===== src/rtl/sgam_pkg.sv =====
package sgam_pkg;
    // Indexed configuration port, base fixed by the strap at reset
    localparam logic [10:0] SGAM_CFG_BASE_LO    = 11'h02e;
    localparam logic [10:0] SGAM_CFG_BASE_HI    = 11'h04e;
    // Register indices of the pin select registers
    localparam logic [7:0]  SGAM_IDX_PORT3_MODEM = 8'h49;
    localparam logic [7:0]  SGAM_IDX_PORT4_DATA  = 8'h4a;
    localparam logic [7:0]  SGAM_IDX_PORT4_MODEM = 8'h4b;
    localparam logic [7:0]  SGAM_IDX_PORT2       = 8'h4c;
    // Reset value of every select register
    localparam logic [7:0]  SGAM_SEL_RESET       = 8'h00;
    // Field position and width: field n sits at bits 2n+1:2n
    localparam int          SGAM_FIELD_W         = 2;
    localparam int          SGAM_FIELDS          = 4;
    localparam int          SGAM_REGS            = 4;
    localparam int          SGAM_PINS            = 16;
    // Select codes
    localparam logic [1:0]  SGAM_CODE_GPIO       = 2'h0;
    localparam logic [1:0]  SGAM_CODE_ALT        = 2'h1;
    // Access state of the configuration port
    typedef enum logic [1:0] {
        SGAM_RUN = 2'b01,
        SGAM_CFG = 2'b10
    } sgam_state_t;
endpackage


===== src/rtl/serial_gpio_alt_function_mux.sv =====
`timescale 1ns/1ps
module serial_gpio_alt_function_mux (
    // Clock and standby power-on reset
    input  wire logic        clk_sys,
    input  wire logic        resetn,
    // Host I/O cycle
    input  wire logic [10:0] ioAddr,
    input  wire logic        ioWr,
    input  wire logic        ioRd,
    input  wire logic [7:0]  ioWdata,
    output logic      [7:0]  ioRdata,
    output logic             ioHit,
    // Configuration port control
    input  wire logic        baseStrap,
    input  wire logic        cfgEnter,
    input  wire logic        cfgExit,
    output logic             cfgActive,
    // GPIO logic, one bit per muxed pin in pin order 34..37,40..47,50..53
    input  wire logic [15:0] gpioOut,
    input  wire logic [15:0] gpioOe,
    // Serial port 3 lines
    output logic             port3_data_set_ready,
    output logic             port3_clear_to_send,
    input  wire logic        port3_request_to_send,
    input  wire logic        port3_terminal_ready,
    // Serial port 4 lines
    output logic             port4_ring_indicator,
    output logic             port4_carrier_detect,
    output logic             port4_receive_data,
    input  wire logic        port4_transmit_data,
    output logic             port4_data_set_ready,
    input  wire logic        port4_request_to_send,
    output logic             port4_clear_to_send,
    input  wire logic        port4_terminal_ready,
    // Serial port 2 and infrared lines
    output logic             port2_ring_indicator,
    output logic             port2_carrier_detect,
    output logic             port2_or_infrared_receive,
    input  wire logic        port2_or_infrared_transmit,
    // Pads
    input  wire logic [15:0] padIn,
    output logic      [15:0] padOut,
    output logic      [15:0] padOe,
    // Current selections
    output logic      [7:0]  port3_modem_pin_select,
    output logic      [7:0]  port4_data_pin_select,
    output logic      [7:0]  port4_modem_pin_select,
    output logic      [7:0]  port2_pin_select
);
    import sgam_pkg::*;

    // Returns the register slot for an index, or 4 when none matches
    function automatic logic [2:0] sgamSlot(input logic [7:0] idx);
        unique case (idx)
            SGAM_IDX_PORT3_MODEM: sgamSlot = 3'h0;
            SGAM_IDX_PORT4_DATA:  sgamSlot = 3'h1;
            SGAM_IDX_PORT4_MODEM: sgamSlot = 3'h2;
            SGAM_IDX_PORT2:       sgamSlot = 3'h3;
            default:              sgamSlot = 3'h4;
        endcase
    endfunction

    ////////////////////////////////////////////////////////////////////////
    // Configuration port state
    sgam_state_t state_r;
    sgam_state_t state_nxt;
    logic [10:0] base_r;
    logic [10:0] base_nxt;
    logic        strapDone_r;
    logic        strapDone_nxt;
    logic [7:0]  index_r;
    logic [7:0]  index_nxt;
    logic [7:0]  sel_r   [SGAM_REGS];
    logic [7:0]  sel_nxt [SGAM_REGS];
    logic        idxHit;
    logic        dataHit;
    logic [2:0]  slot;

    // Decode and next values
    always_comb begin
        idxHit        = (ioAddr == base_r);
        dataHit       = (ioAddr == base_r + 11'h001);
        slot          = sgamSlot(index_r);
        state_nxt     = state_r;
        base_nxt      = base_r;
        strapDone_nxt = 1'b1;
        index_nxt     = index_r;
        for (int i = 0; i < SGAM_REGS; i++) begin
            sel_nxt[i] = sel_r[i];
        end
        // Base strap caught once after reset release
        if (!strapDone_r) begin
            base_nxt = baseStrap ? SGAM_CFG_BASE_HI : SGAM_CFG_BASE_LO;
        end
        unique case (state_r)
            SGAM_RUN: begin
                if (cfgEnter) begin
                    state_nxt = SGAM_CFG;
                end
            end
            SGAM_CFG: begin
                if (cfgExit) begin
                    state_nxt = SGAM_RUN;
                end
                if (ioWr && idxHit) begin
                    index_nxt = ioWdata;
                end
                if (ioWr && dataHit && slot < 3'h4) begin
                    sel_nxt[slot[1:0]] = ioWdata;
                end
            end
            default: state_nxt = SGAM_RUN;
        endcase
    end

    // Registers, cleared on standby power-on reset
    always_ff @(posedge clk_sys or negedge resetn) begin
        if (!resetn) begin
            state_r     <= SGAM_RUN;
            base_r      <= SGAM_CFG_BASE_LO;
            strapDone_r <= 1'b0;
            index_r     <= 8'h00;
            for (int i = 0; i < SGAM_REGS; i++) begin
                sel_r[i] <= SGAM_SEL_RESET;
            end
        end else begin
            state_r     <= state_nxt;
            base_r      <= base_nxt;
            strapDone_r <= strapDone_nxt;
            index_r     <= index_nxt;
            for (int i = 0; i < SGAM_REGS; i++) begin
                sel_r[i] <= sel_nxt[i];
            end
        end
    end

    ////////////////////////////////////////////////////////////////////////
    // Read path: registered data
    logic [7:0] rdata_r;
    logic [7:0] rdata_nxt;

    // Index reads back; data reads the selected register or zero
    always_comb begin
        rdata_nxt = 8'h00;
        if (state_r == SGAM_CFG && ioRd) begin
            if (idxHit) begin
                rdata_nxt = index_r;
            end else if (dataHit && slot < 3'h4) begin
                rdata_nxt = sel_r[slot[1:0]];
            end
        end
    end

    always_ff @(posedge clk_sys or negedge resetn) begin
        if (!resetn) begin
            rdata_r <= 8'h00;
        end else begin
            rdata_r <= rdata_nxt;
        end
    end

    // Outputs
    assign ioRdata   = rdata_r;
    assign ioHit     = (state_r == SGAM_CFG) && (idxHit || dataHit);
    assign cfgActive = (state_r == SGAM_CFG);
    assign port3_modem_pin_select = sel_r[0];
    assign port4_data_pin_select  = sel_r[1];
    assign port4_modem_pin_select = sel_r[2];
    assign port2_pin_select       = sel_r[3];

    ////////////////////////////////////////////////////////////////////////
    // Pin routing; pin p uses register p/4, field p%4
    logic [15:0] altIsOut;
    logic [15:0] altOut;
    logic [15:0] altIn;

    // Direction of each alternate function and outgoing port lines
    // Pins 35,37,43,45,47,53 carry port outputs
    assign altIsOut = 16'h8a8a;
    assign altOut   = {port2_or_infrared_transmit, 1'b0, 2'h0,
                       port4_terminal_ready, 1'b0, port4_request_to_send,
                       1'b0, port4_transmit_data, 3'h0,
                       port3_terminal_ready, 1'b0, port3_request_to_send,
                       1'b0};

    // Incoming lines idle high when not selected
    assign port3_data_set_ready      = altIn[0];
    assign port3_clear_to_send       = altIn[2];
    assign port4_ring_indicator      = altIn[4];
    assign port4_carrier_detect      = altIn[5];
    assign port4_receive_data        = altIn[6];
    assign port4_data_set_ready      = altIn[8];
    assign port4_clear_to_send       = altIn[10];
    assign port2_ring_indicator      = altIn[12];
    assign port2_carrier_detect      = altIn[13];
    assign port2_or_infrared_receive = altIn[14];

    // One cell per pin
    for (genvar p = 0; p < SGAM_PINS; p++) begin : gPin
        sgam_pin_cell uCell (
            .fieldCode   (sel_r[p / SGAM_FIELDS][(p % SGAM_FIELDS) * 2 +: 2]),
            .altIsOutput (altIsOut[p]),
            .gpioOut     (gpioOut[p]),
            .gpioOe      (gpioOe[p]),
            .altOut      (altOut[p]),
            .altIn       (altIn[p]),
            .padIn       (padIn[p]),
            .padOut      (padOut[p]),
            .padOe       (padOe[p])
        );
    end

    ////////////////////////////////////////////////////////////////////////
    // Checks
    reg_gate_a: assert property (@(posedge clk_sys)
        disable iff (!resetn)
        (state_r == SGAM_RUN) |=> $stable(sel_r[0]) && $stable(sel_r[3]))
        else $error("select changed outside config state");
    reserved_safe_a: assert property (@(posedge clk_sys)
        disable iff (!resetn)
        (sel_r[1][7]) |-> !padOe[7])
        else $error("reserved code drives pin");
    route_p3dtr_a: assert property (@(posedge clk_sys)
        disable iff (!resetn)
        (sel_r[0][7:6] == 2'h1) |-> padOe[3]
        && padOut[3] == port3_terminal_ready)
        else $error("pin 37 not routed to port 3 DTR");
    route_p3rts_a: assert property (@(posedge clk_sys)
        disable iff (!resetn)
        (sel_r[0][3:2] == 2'h1) |-> padOut[1] == port3_request_to_send)
        else $error("pin 35 not routed to port 3 RTS");
    route_p4rxd_a: assert property (@(posedge clk_sys)
        disable iff (!resetn)
        (sel_r[1][5:4] == 2'h1) |-> port4_receive_data == padIn[6]
        && !padOe[6])
        else $error("pin 42 not routed to port 4 RXD");
    route_p4rts_a: assert property (@(posedge clk_sys)
        disable iff (!resetn)
        (sel_r[2][3:2] == 2'h1) |-> padOut[9] == port4_request_to_send)
        else $error("pin 45 not routed to port 4 RTS");
    route_p2tx_a: assert property (@(posedge clk_sys)
        disable iff (!resetn)
        (sel_r[3][7:6] == 2'h1) |-> padOut[15]
        == port2_or_infrared_transmit)
        else $error("pin 53 not routed to port 2 transmit");
    route_p3dsr_a: assert property (@(posedge clk_sys)
        disable iff (!resetn)
        (sel_r[0][1:0] == 2'h1) |-> port3_data_set_ready == padIn[0])
        else $error("pin 34 not routed to port 3 DSR");
    write_take_a: assert property (@(posedge clk_sys)
        disable iff (!resetn)
        (state_r == SGAM_CFG && ioWr && dataHit && slot == 3'h2
        && !cfgExit) |=> sel_r[2] == $past(ioWdata))
        else $error("select write not stored");
    gpio_default_a: assert property (@(posedge clk_sys)
        disable iff (!resetn)
        (sel_r[3][1:0] == 2'h0) |-> padOe[12] == gpioOe[12])
        else $error("code 00 does not give GPIO");
endmodule


===== src/rtl/sgam_pin_cell.sv =====
`timescale 1ns/1ps
// One pin: the GPIO logic, one serial-port line or, for reserved codes, nothing owns the pad
module sgam_pin_cell (
    // Selection
    input  wire logic [1:0] fieldCode,
    input  wire logic       altIsOutput,
    // GPIO side
    input  wire logic       gpioOut,
    input  wire logic       gpioOe,
    // Serial-port side
    input  wire logic       altOut,
    output logic            altIn,
    // Pad side
    input  wire logic       padIn,
    output logic            padOut,
    output logic            padOe
);
    import sgam_pkg::*;
    logic altSel;
    logic gpioSel;

    // Only code 01 connects the function; reserved codes leave pad undriven
    always_comb begin
        altSel  = (fieldCode == SGAM_CODE_ALT);
        gpioSel = (fieldCode == SGAM_CODE_GPIO);
        altIn   = altSel && !altIsOutput ? padIn : 1'b1;
        padOut  = altSel ? altOut : (gpioSel ? gpioOut : 1'b0);
        padOe   = altSel ? altIsOutput : (gpioSel ? gpioOe : 1'b0);
    end
endmodule


===== config.mk =====
export PLATFORM = sky130hd
export DESIGN_NAME = serial_gpio_alt_function_mux
export DESIGN_NICKNAME = d
export VERILOG_FILES = /design/src/rtl/sgam_pkg.sv /design/src/rtl/serial_gpio_alt_function_mux.sv /design/src/rtl/sgam_pin_cell.sv
export SDC_FILE = /design/constraint.sdc
export NUM_CORES = 1
export LEC_CHECK = 0
export ABC_AREA = 1
export BUFFER_PORTS_ARGS = -buffer_cell sky130_fd_sc_hd__buf_2
export CAP_MARGIN = 25
export CORE_AREA = 2 2 112 114
export CTS_BUF_LIST = sky130_fd_sc_hd__clkbuf_8
export CTS_CLUSTER_SIZE = 12
export DETAILED_ROUTE_END_ITERATION = 10
export DIE_AREA = 0 0 114 116
export GPL_TIMING_DRIVEN = 0
export PLACE_DENSITY_LB_ADDON = 0.08
export SETUP_SLACK_MARGIN = 0.4
export SYNTH_ARGS = -nofsm -noshare
export SYNTH_HDL_FRONTEND = slang
export SYNTH_SLANG_ARGS = --single-unit

===== constraint.sdc =====
create_clock -name clk_sys -period 2.7 [get_ports clk_sys]
set_input_delay 0.81 -clock clk_sys [delete_from_list [all_inputs] [get_ports clk_sys]]
set_output_delay 0.81 -clock clk_sys [all_outputs]
set_load 0.01 [all_outputs]

# --- Yosys cells after proc, flatten, opt, wreduce, memory -nomap -nowiden ---
# Index checks and enable logic that the tools add are counted.
word_totals:
  inputBits: 80
  register_bits: 62
  wordCells: 155
  output_inout_bits: 84
op_classes:
  n_addsub: 1
  muxes: 88
  eq_ne: 26
  n_reduce_logical: 27
  bitwise_logic: 1
  order_cmp: 3
ops:
  columns: ["operator", "count"]
  rows:
  - ["$mux W1", 74]
  - ["$mux W8", 6]
  - ["$eq A2 B1 Y1 const B", 17]
  - ["$bwmux W32", 1]
  - ["$eq A8 B7 Y1 const B", 4]
  - ["$logic_not A2 Y1", 16]
  - ["$eq A11 B11 Y1", 2]
  - ["$bmux W8 S2", 1]
  - ["$demux W8 S2", 1]
  - ["$pmux W3 S4", 1]
  - ["$add A11 B1 Y11 const B", 1]
  - ["$logic_and A1 B1 Y1", 7]
  - ["$mux W7", 1]
  - ["$reduce_and A2 Y1", 3]
  - ["$mux W2", 2]
  - ["$ne A2 B2 Y1 const B", 2]
  - ["$pmux W2 S2", 1]
  - ["$ge A3 B3 Y1 const B", 1]
  - ["$lt A3 B1 Y1 const B", 1]
  - ["$lt A3 B3 Y1 const B", 1]
  - ["$not A2 Y3", 1]
  - ["$eq A2 B2 Y1 const B", 1]
  - ["$logic_or A1 B1 Y1", 1]

# --- Depth between registers and ports, before layout ---
depth:
  ltp_word: 9
  mapped_depth: 12
  mapped_depth_nobuf: 11

# --- Hierarchy ---
# From an unflattened synthesis, not the netlist that was laid out.
unflattened:
  cells_unflattened: 473
  hier_area_um2: 3403.3
modules_own_cells:
  columns: ["module", "instances", "area_per_inst_um2", "cells_per_inst"]
  rows:
  - ["serial_gpio_alt_function_mux", 1, 2702.6, 313]
  - ["sgam_pin_cell", 16, 43.8, 10]

# --- Worst setup path after synthesis ---
# OpenSTA, ideal clock, no wires.
synth_timing:
  kind: "input-to-output"
  startpoint: "in ioAddr[9]"
  endpoint: "out ioHit"
  path_buffers: 0
  t_arrival_ns: 1.740
  path_stages: 5
  t_required_ns: 1.890
  path_slack_ns: 0.150
  path_cell_list: "nor3_2 nand2_1 nor4_4 nor2_1 nor2_1"
synth_via:
  elab_chain_cells: 3
  word_cells_on_any_way: 4
  cone_classes: "eq/ne: 2; reduce/logical: 2"
synth_lines:
  columns: ["item", "line_no", "rtl"]
  rows:
  - ["from (decl)", "serial_gpio_alt_function_mux.sv:7", "input wire logic [10:0] ioAddr,"]
  - ["$eq A11 B11 Y1, on equally long branches", "serial_gpio_alt_function_mux.sv:81, serial_gpio_alt_function_mux.sv:82", null]
  - ["$logic_or A1 B1 Y1 (*)", "serial_gpio_alt_function_mux.sv:164", "assign ioHit = (state_r == SGAM_CFG) && (idxHit || dataHit);"]
  - ["$logic_and A1 B1 Y1 (*)", "serial_gpio_alt_function_mux.sv:164", null]
  - ["to (decl)", "serial_gpio_alt_function_mux.sv:12", "output logic ioHit,"]
# Every way passes the cells marked *; elsewhere a longest branch is shown, timed or not.

# --- Worst setup path in the final report ---
layout_timing:
  startpoint: "in ioAddr[6]"
  endpoint: "out ioHit"
# Same word-level chain as after synthesis.

==> flow_summary.json <==
{
  "outcome": "finished, final reports clean",
  "drt_iter0_drc": 147,
  "synth_top_area_cell": "dfrtp_1",
  "die-area_um2": 13200,
  "synth_warnings": 0,
  "holdWs_ns": 0.443,
  "cts_tree": "done",
  "cts-root-buf": "clkbuf_8",
  "p_seq_frac": 0.528,
  "vias": 3450,
  "cts_sinks": 53,
  "comb_power_share": 0.157,
  "cts_buffer_depth": 2,
  "synth_seq_cells": 53,
  "synthTopCellsByCount": "nand2_1 (144), dfrtp_1 (51), buf_4 (33), inv_1 (33), nor2_1 (26)",
  "yosysUniqueCellTypes": 34,
  "critPathKind": "in -> out",
  "final_core_util": 0.385,
  "syn_nets": 518,
  "avgSynthCellArea_um2": 7.82,
  "r2r-start": "base_r[5]",
  "nNetsFinal": 687,
  "syn_area_um2": 3420,
  "cts.clk_slew.worst_paths_ns": 0.09,
  "syn2layout_area_growth_pct": 34.0,
  "core_area_um2": 11900,
  "grt_pass1_wl_um": 16100,
  "top_layer": "met4",
  "powerDensity_nw_per_um2": 336,
  "slew_viol_final": 0,
  "p_sw_uw": 384,
  "critPathCaptureType": "output pin",
  "sw_frac_of_total": 0.249,
  "yosysMostFrequentCell": "nand2_1",
  "fmax_mhz": 396,
  "grt_max_degree": 35,
  "stdcell_count": 755,
  "io_buffer_count": 157,
  "async_reset_ff_frac": 1.00,
  "worstHoldPathType": "in -> async",
  "setup_violations": 0,
  "leakagePower_uw": 0.00262,
  "antenna_found_initial": 0,
  "yosys.area.top_type_share": 0.373,
  "hold_viol": 0,
  "dp_hpwl_um": 8460,
  "worstSetupStartpointType": "input port",
  "met1_length_um": 4770,
  "p_clk_frac": 0.316,
  "avgRoutedWirePerCell_um": 14.2,
  "synth_area_leaders": "dfrtp_1 (37%), nand2_1 (16%), buf_4 (7.2%)",
  "period_minus_slack_ns": 2.52,
  "clock_latency_ns": 0.31,
  "numCtsBuffers": 5,
  "dr_wl_met3_um": 620,
  "die_w_um": 114,
  "via_per_inst": 4.57,
  "grt_remaining_overflow": 0,
  "grt_pass1_vias": 3153,
  "worst-path-max-fanout": 3,
  "synth_edf_count": 0,
  "nFillCells": 1276,
  "placed_cells": 743,
  "place_congestion": 0.834,
  "crit_required_ns": 1.89,
  "irDropWorstVdd_mv": 0.182,
  "start_util": 0.287,
  "cts-htree-levels": 2,
  "syn_inst": 438,
  "rsz0062_at_grt": "true",
  "cp-startpoint": "ioAddr[6]",
  "yosysSeqAreaShare": 0.388,
  "track_usage": 0.158,
  "ios": 164,
  "antenna_cells": 0,
  "p_int_uw": 1160,
  "dr.pass1.iters": 4,
  "final_layout_size_suffix_gt1_frac": 0.433,
  "fin_crit_sh": 0.935,
  "dr_wl_met2_um": 5160,
  "fp.dieH_um": 116,
  "skew_ns": 0.00890,
  "drc": 0,
  "fp-row-count": 40,
  "ant_nets": 0,
  "arrival_ns": 1.71,
  "synth_ff_type": "dfrtp_1",
  "drv_cap": 0,
  "routed_wl_um": 10700
}
registers in the layout, indices dropped and copies added (netlist names):
signal	flops
base_r	2
index_r	8
ioRdata	8
port2_pin_select	8
port3_modem_pin_select	8
port4_data_pin_select	8
port4_modem_pin_select	8
state_r	2
strapDone_r	1
per-stage QoR:
stage          setup TNS, ns  total power, uW  area [um^2]  setup slack [ns]
2_1_floorplan              0              948         3420             0.150
3_3_place_gp          -0.254             1060         4390            -0.254
3_5_place_dp          -0.280             1070         4410            -0.280
4_1_cts                    0             1560         4550             0.107
5_1_grt                    0             1620         4590            0.0744
6_report                   0             1540         4590             0.175
cell type report:
cell class | instances | area, um^2 | share of cell area
inverters | 40 | 150 | 0.0327
well taps | 147 | 184 | 0.0401
repair buffers | 162 | 861 | 0.188
clock buffers | 7 | 96.3 | 0.0210
clock inverters | 1 | 5.00 | 0.00109
plain buffers | 43 | 334 | 0.0729
multi-input cells | 302 | 1630 | 0.355
flip-flops and latches | 53 | 1330 | 0.290
cell families (layout without fill, tap and decap cells):
logic type             after synthesis  after routing  synth area share
AND/OR/NAND/NOR                    259            259             0.394
buffers and inverters               83            253             0.141
flip-flops                          53             53             0.388
AO/OA/AOI/OAI                       42             42            0.0757
other                                1              1           0.00110
power by group through the flow:
stage                     Clock [uW]  Sequential (uW)  Combinational, uW
final                            486              813                241
after global routing             539              815                267
after CTS                        501              814                244
after detailed placement           0              829                240
after global placement             0              829                233
after floorplan                    0              828                120
layout by cell type (no fill, tap or decap), drive strengths merged:
cell / n
conb: 1
o21a: 1
or3b: 10
o21ai: 25
dfstp: 2
a211oi: 6
o22ai: 1
inv: 40
nand3: 21
nor3: 3
nor4: 1
nor3b: 20
clkbuf: 8
clkinv: 1
a21oi: 9
dfrtp: 51
buf: 204
nand2: 151
nand4: 21
nor2: 32
final timing paths:
| path | end | slack, ns | depth (start not counted) |
|---|---|---|---|
| hold reg to reg | index_r[6] | 0.53 | 2 |
| max in group asynchronous | base_r[5] | 1.65 | 2 |
| min in group clk_sys | index_r[6] | 0.53 | 2 |
| hold / removal | ioRdata[7] | 0.44 | 1 |
| setup reg to reg | port4_data_pin_select[6] | 0.79 | 10 |
| setup / recovery | ioHit | 0.18 | 7 |
critical path, cell delays in order:
cell     delay (ns)
buf_2          0.11
nand2_2        0.06
nand3_2        0.12
nor4_4         0.30
nor2_1         0.08
nor2_1         0.10
buf_2          0.13
what timing repair did:
action,4_1_cts,5_1_grt
buffers inserted,3,1
hold buffers,0,0
endpoints found under the setup margin,1,3
gates resized for setup,3,5
pin swaps,3,6
routing by layer:
layer,vias up,global-route usage
met1,1611,0.213
li1,1725,-
met2,106,0.262
met4,0,0.0504
met3,8,0.0230
met5,-,0
(Power assumes the default switching activity.)
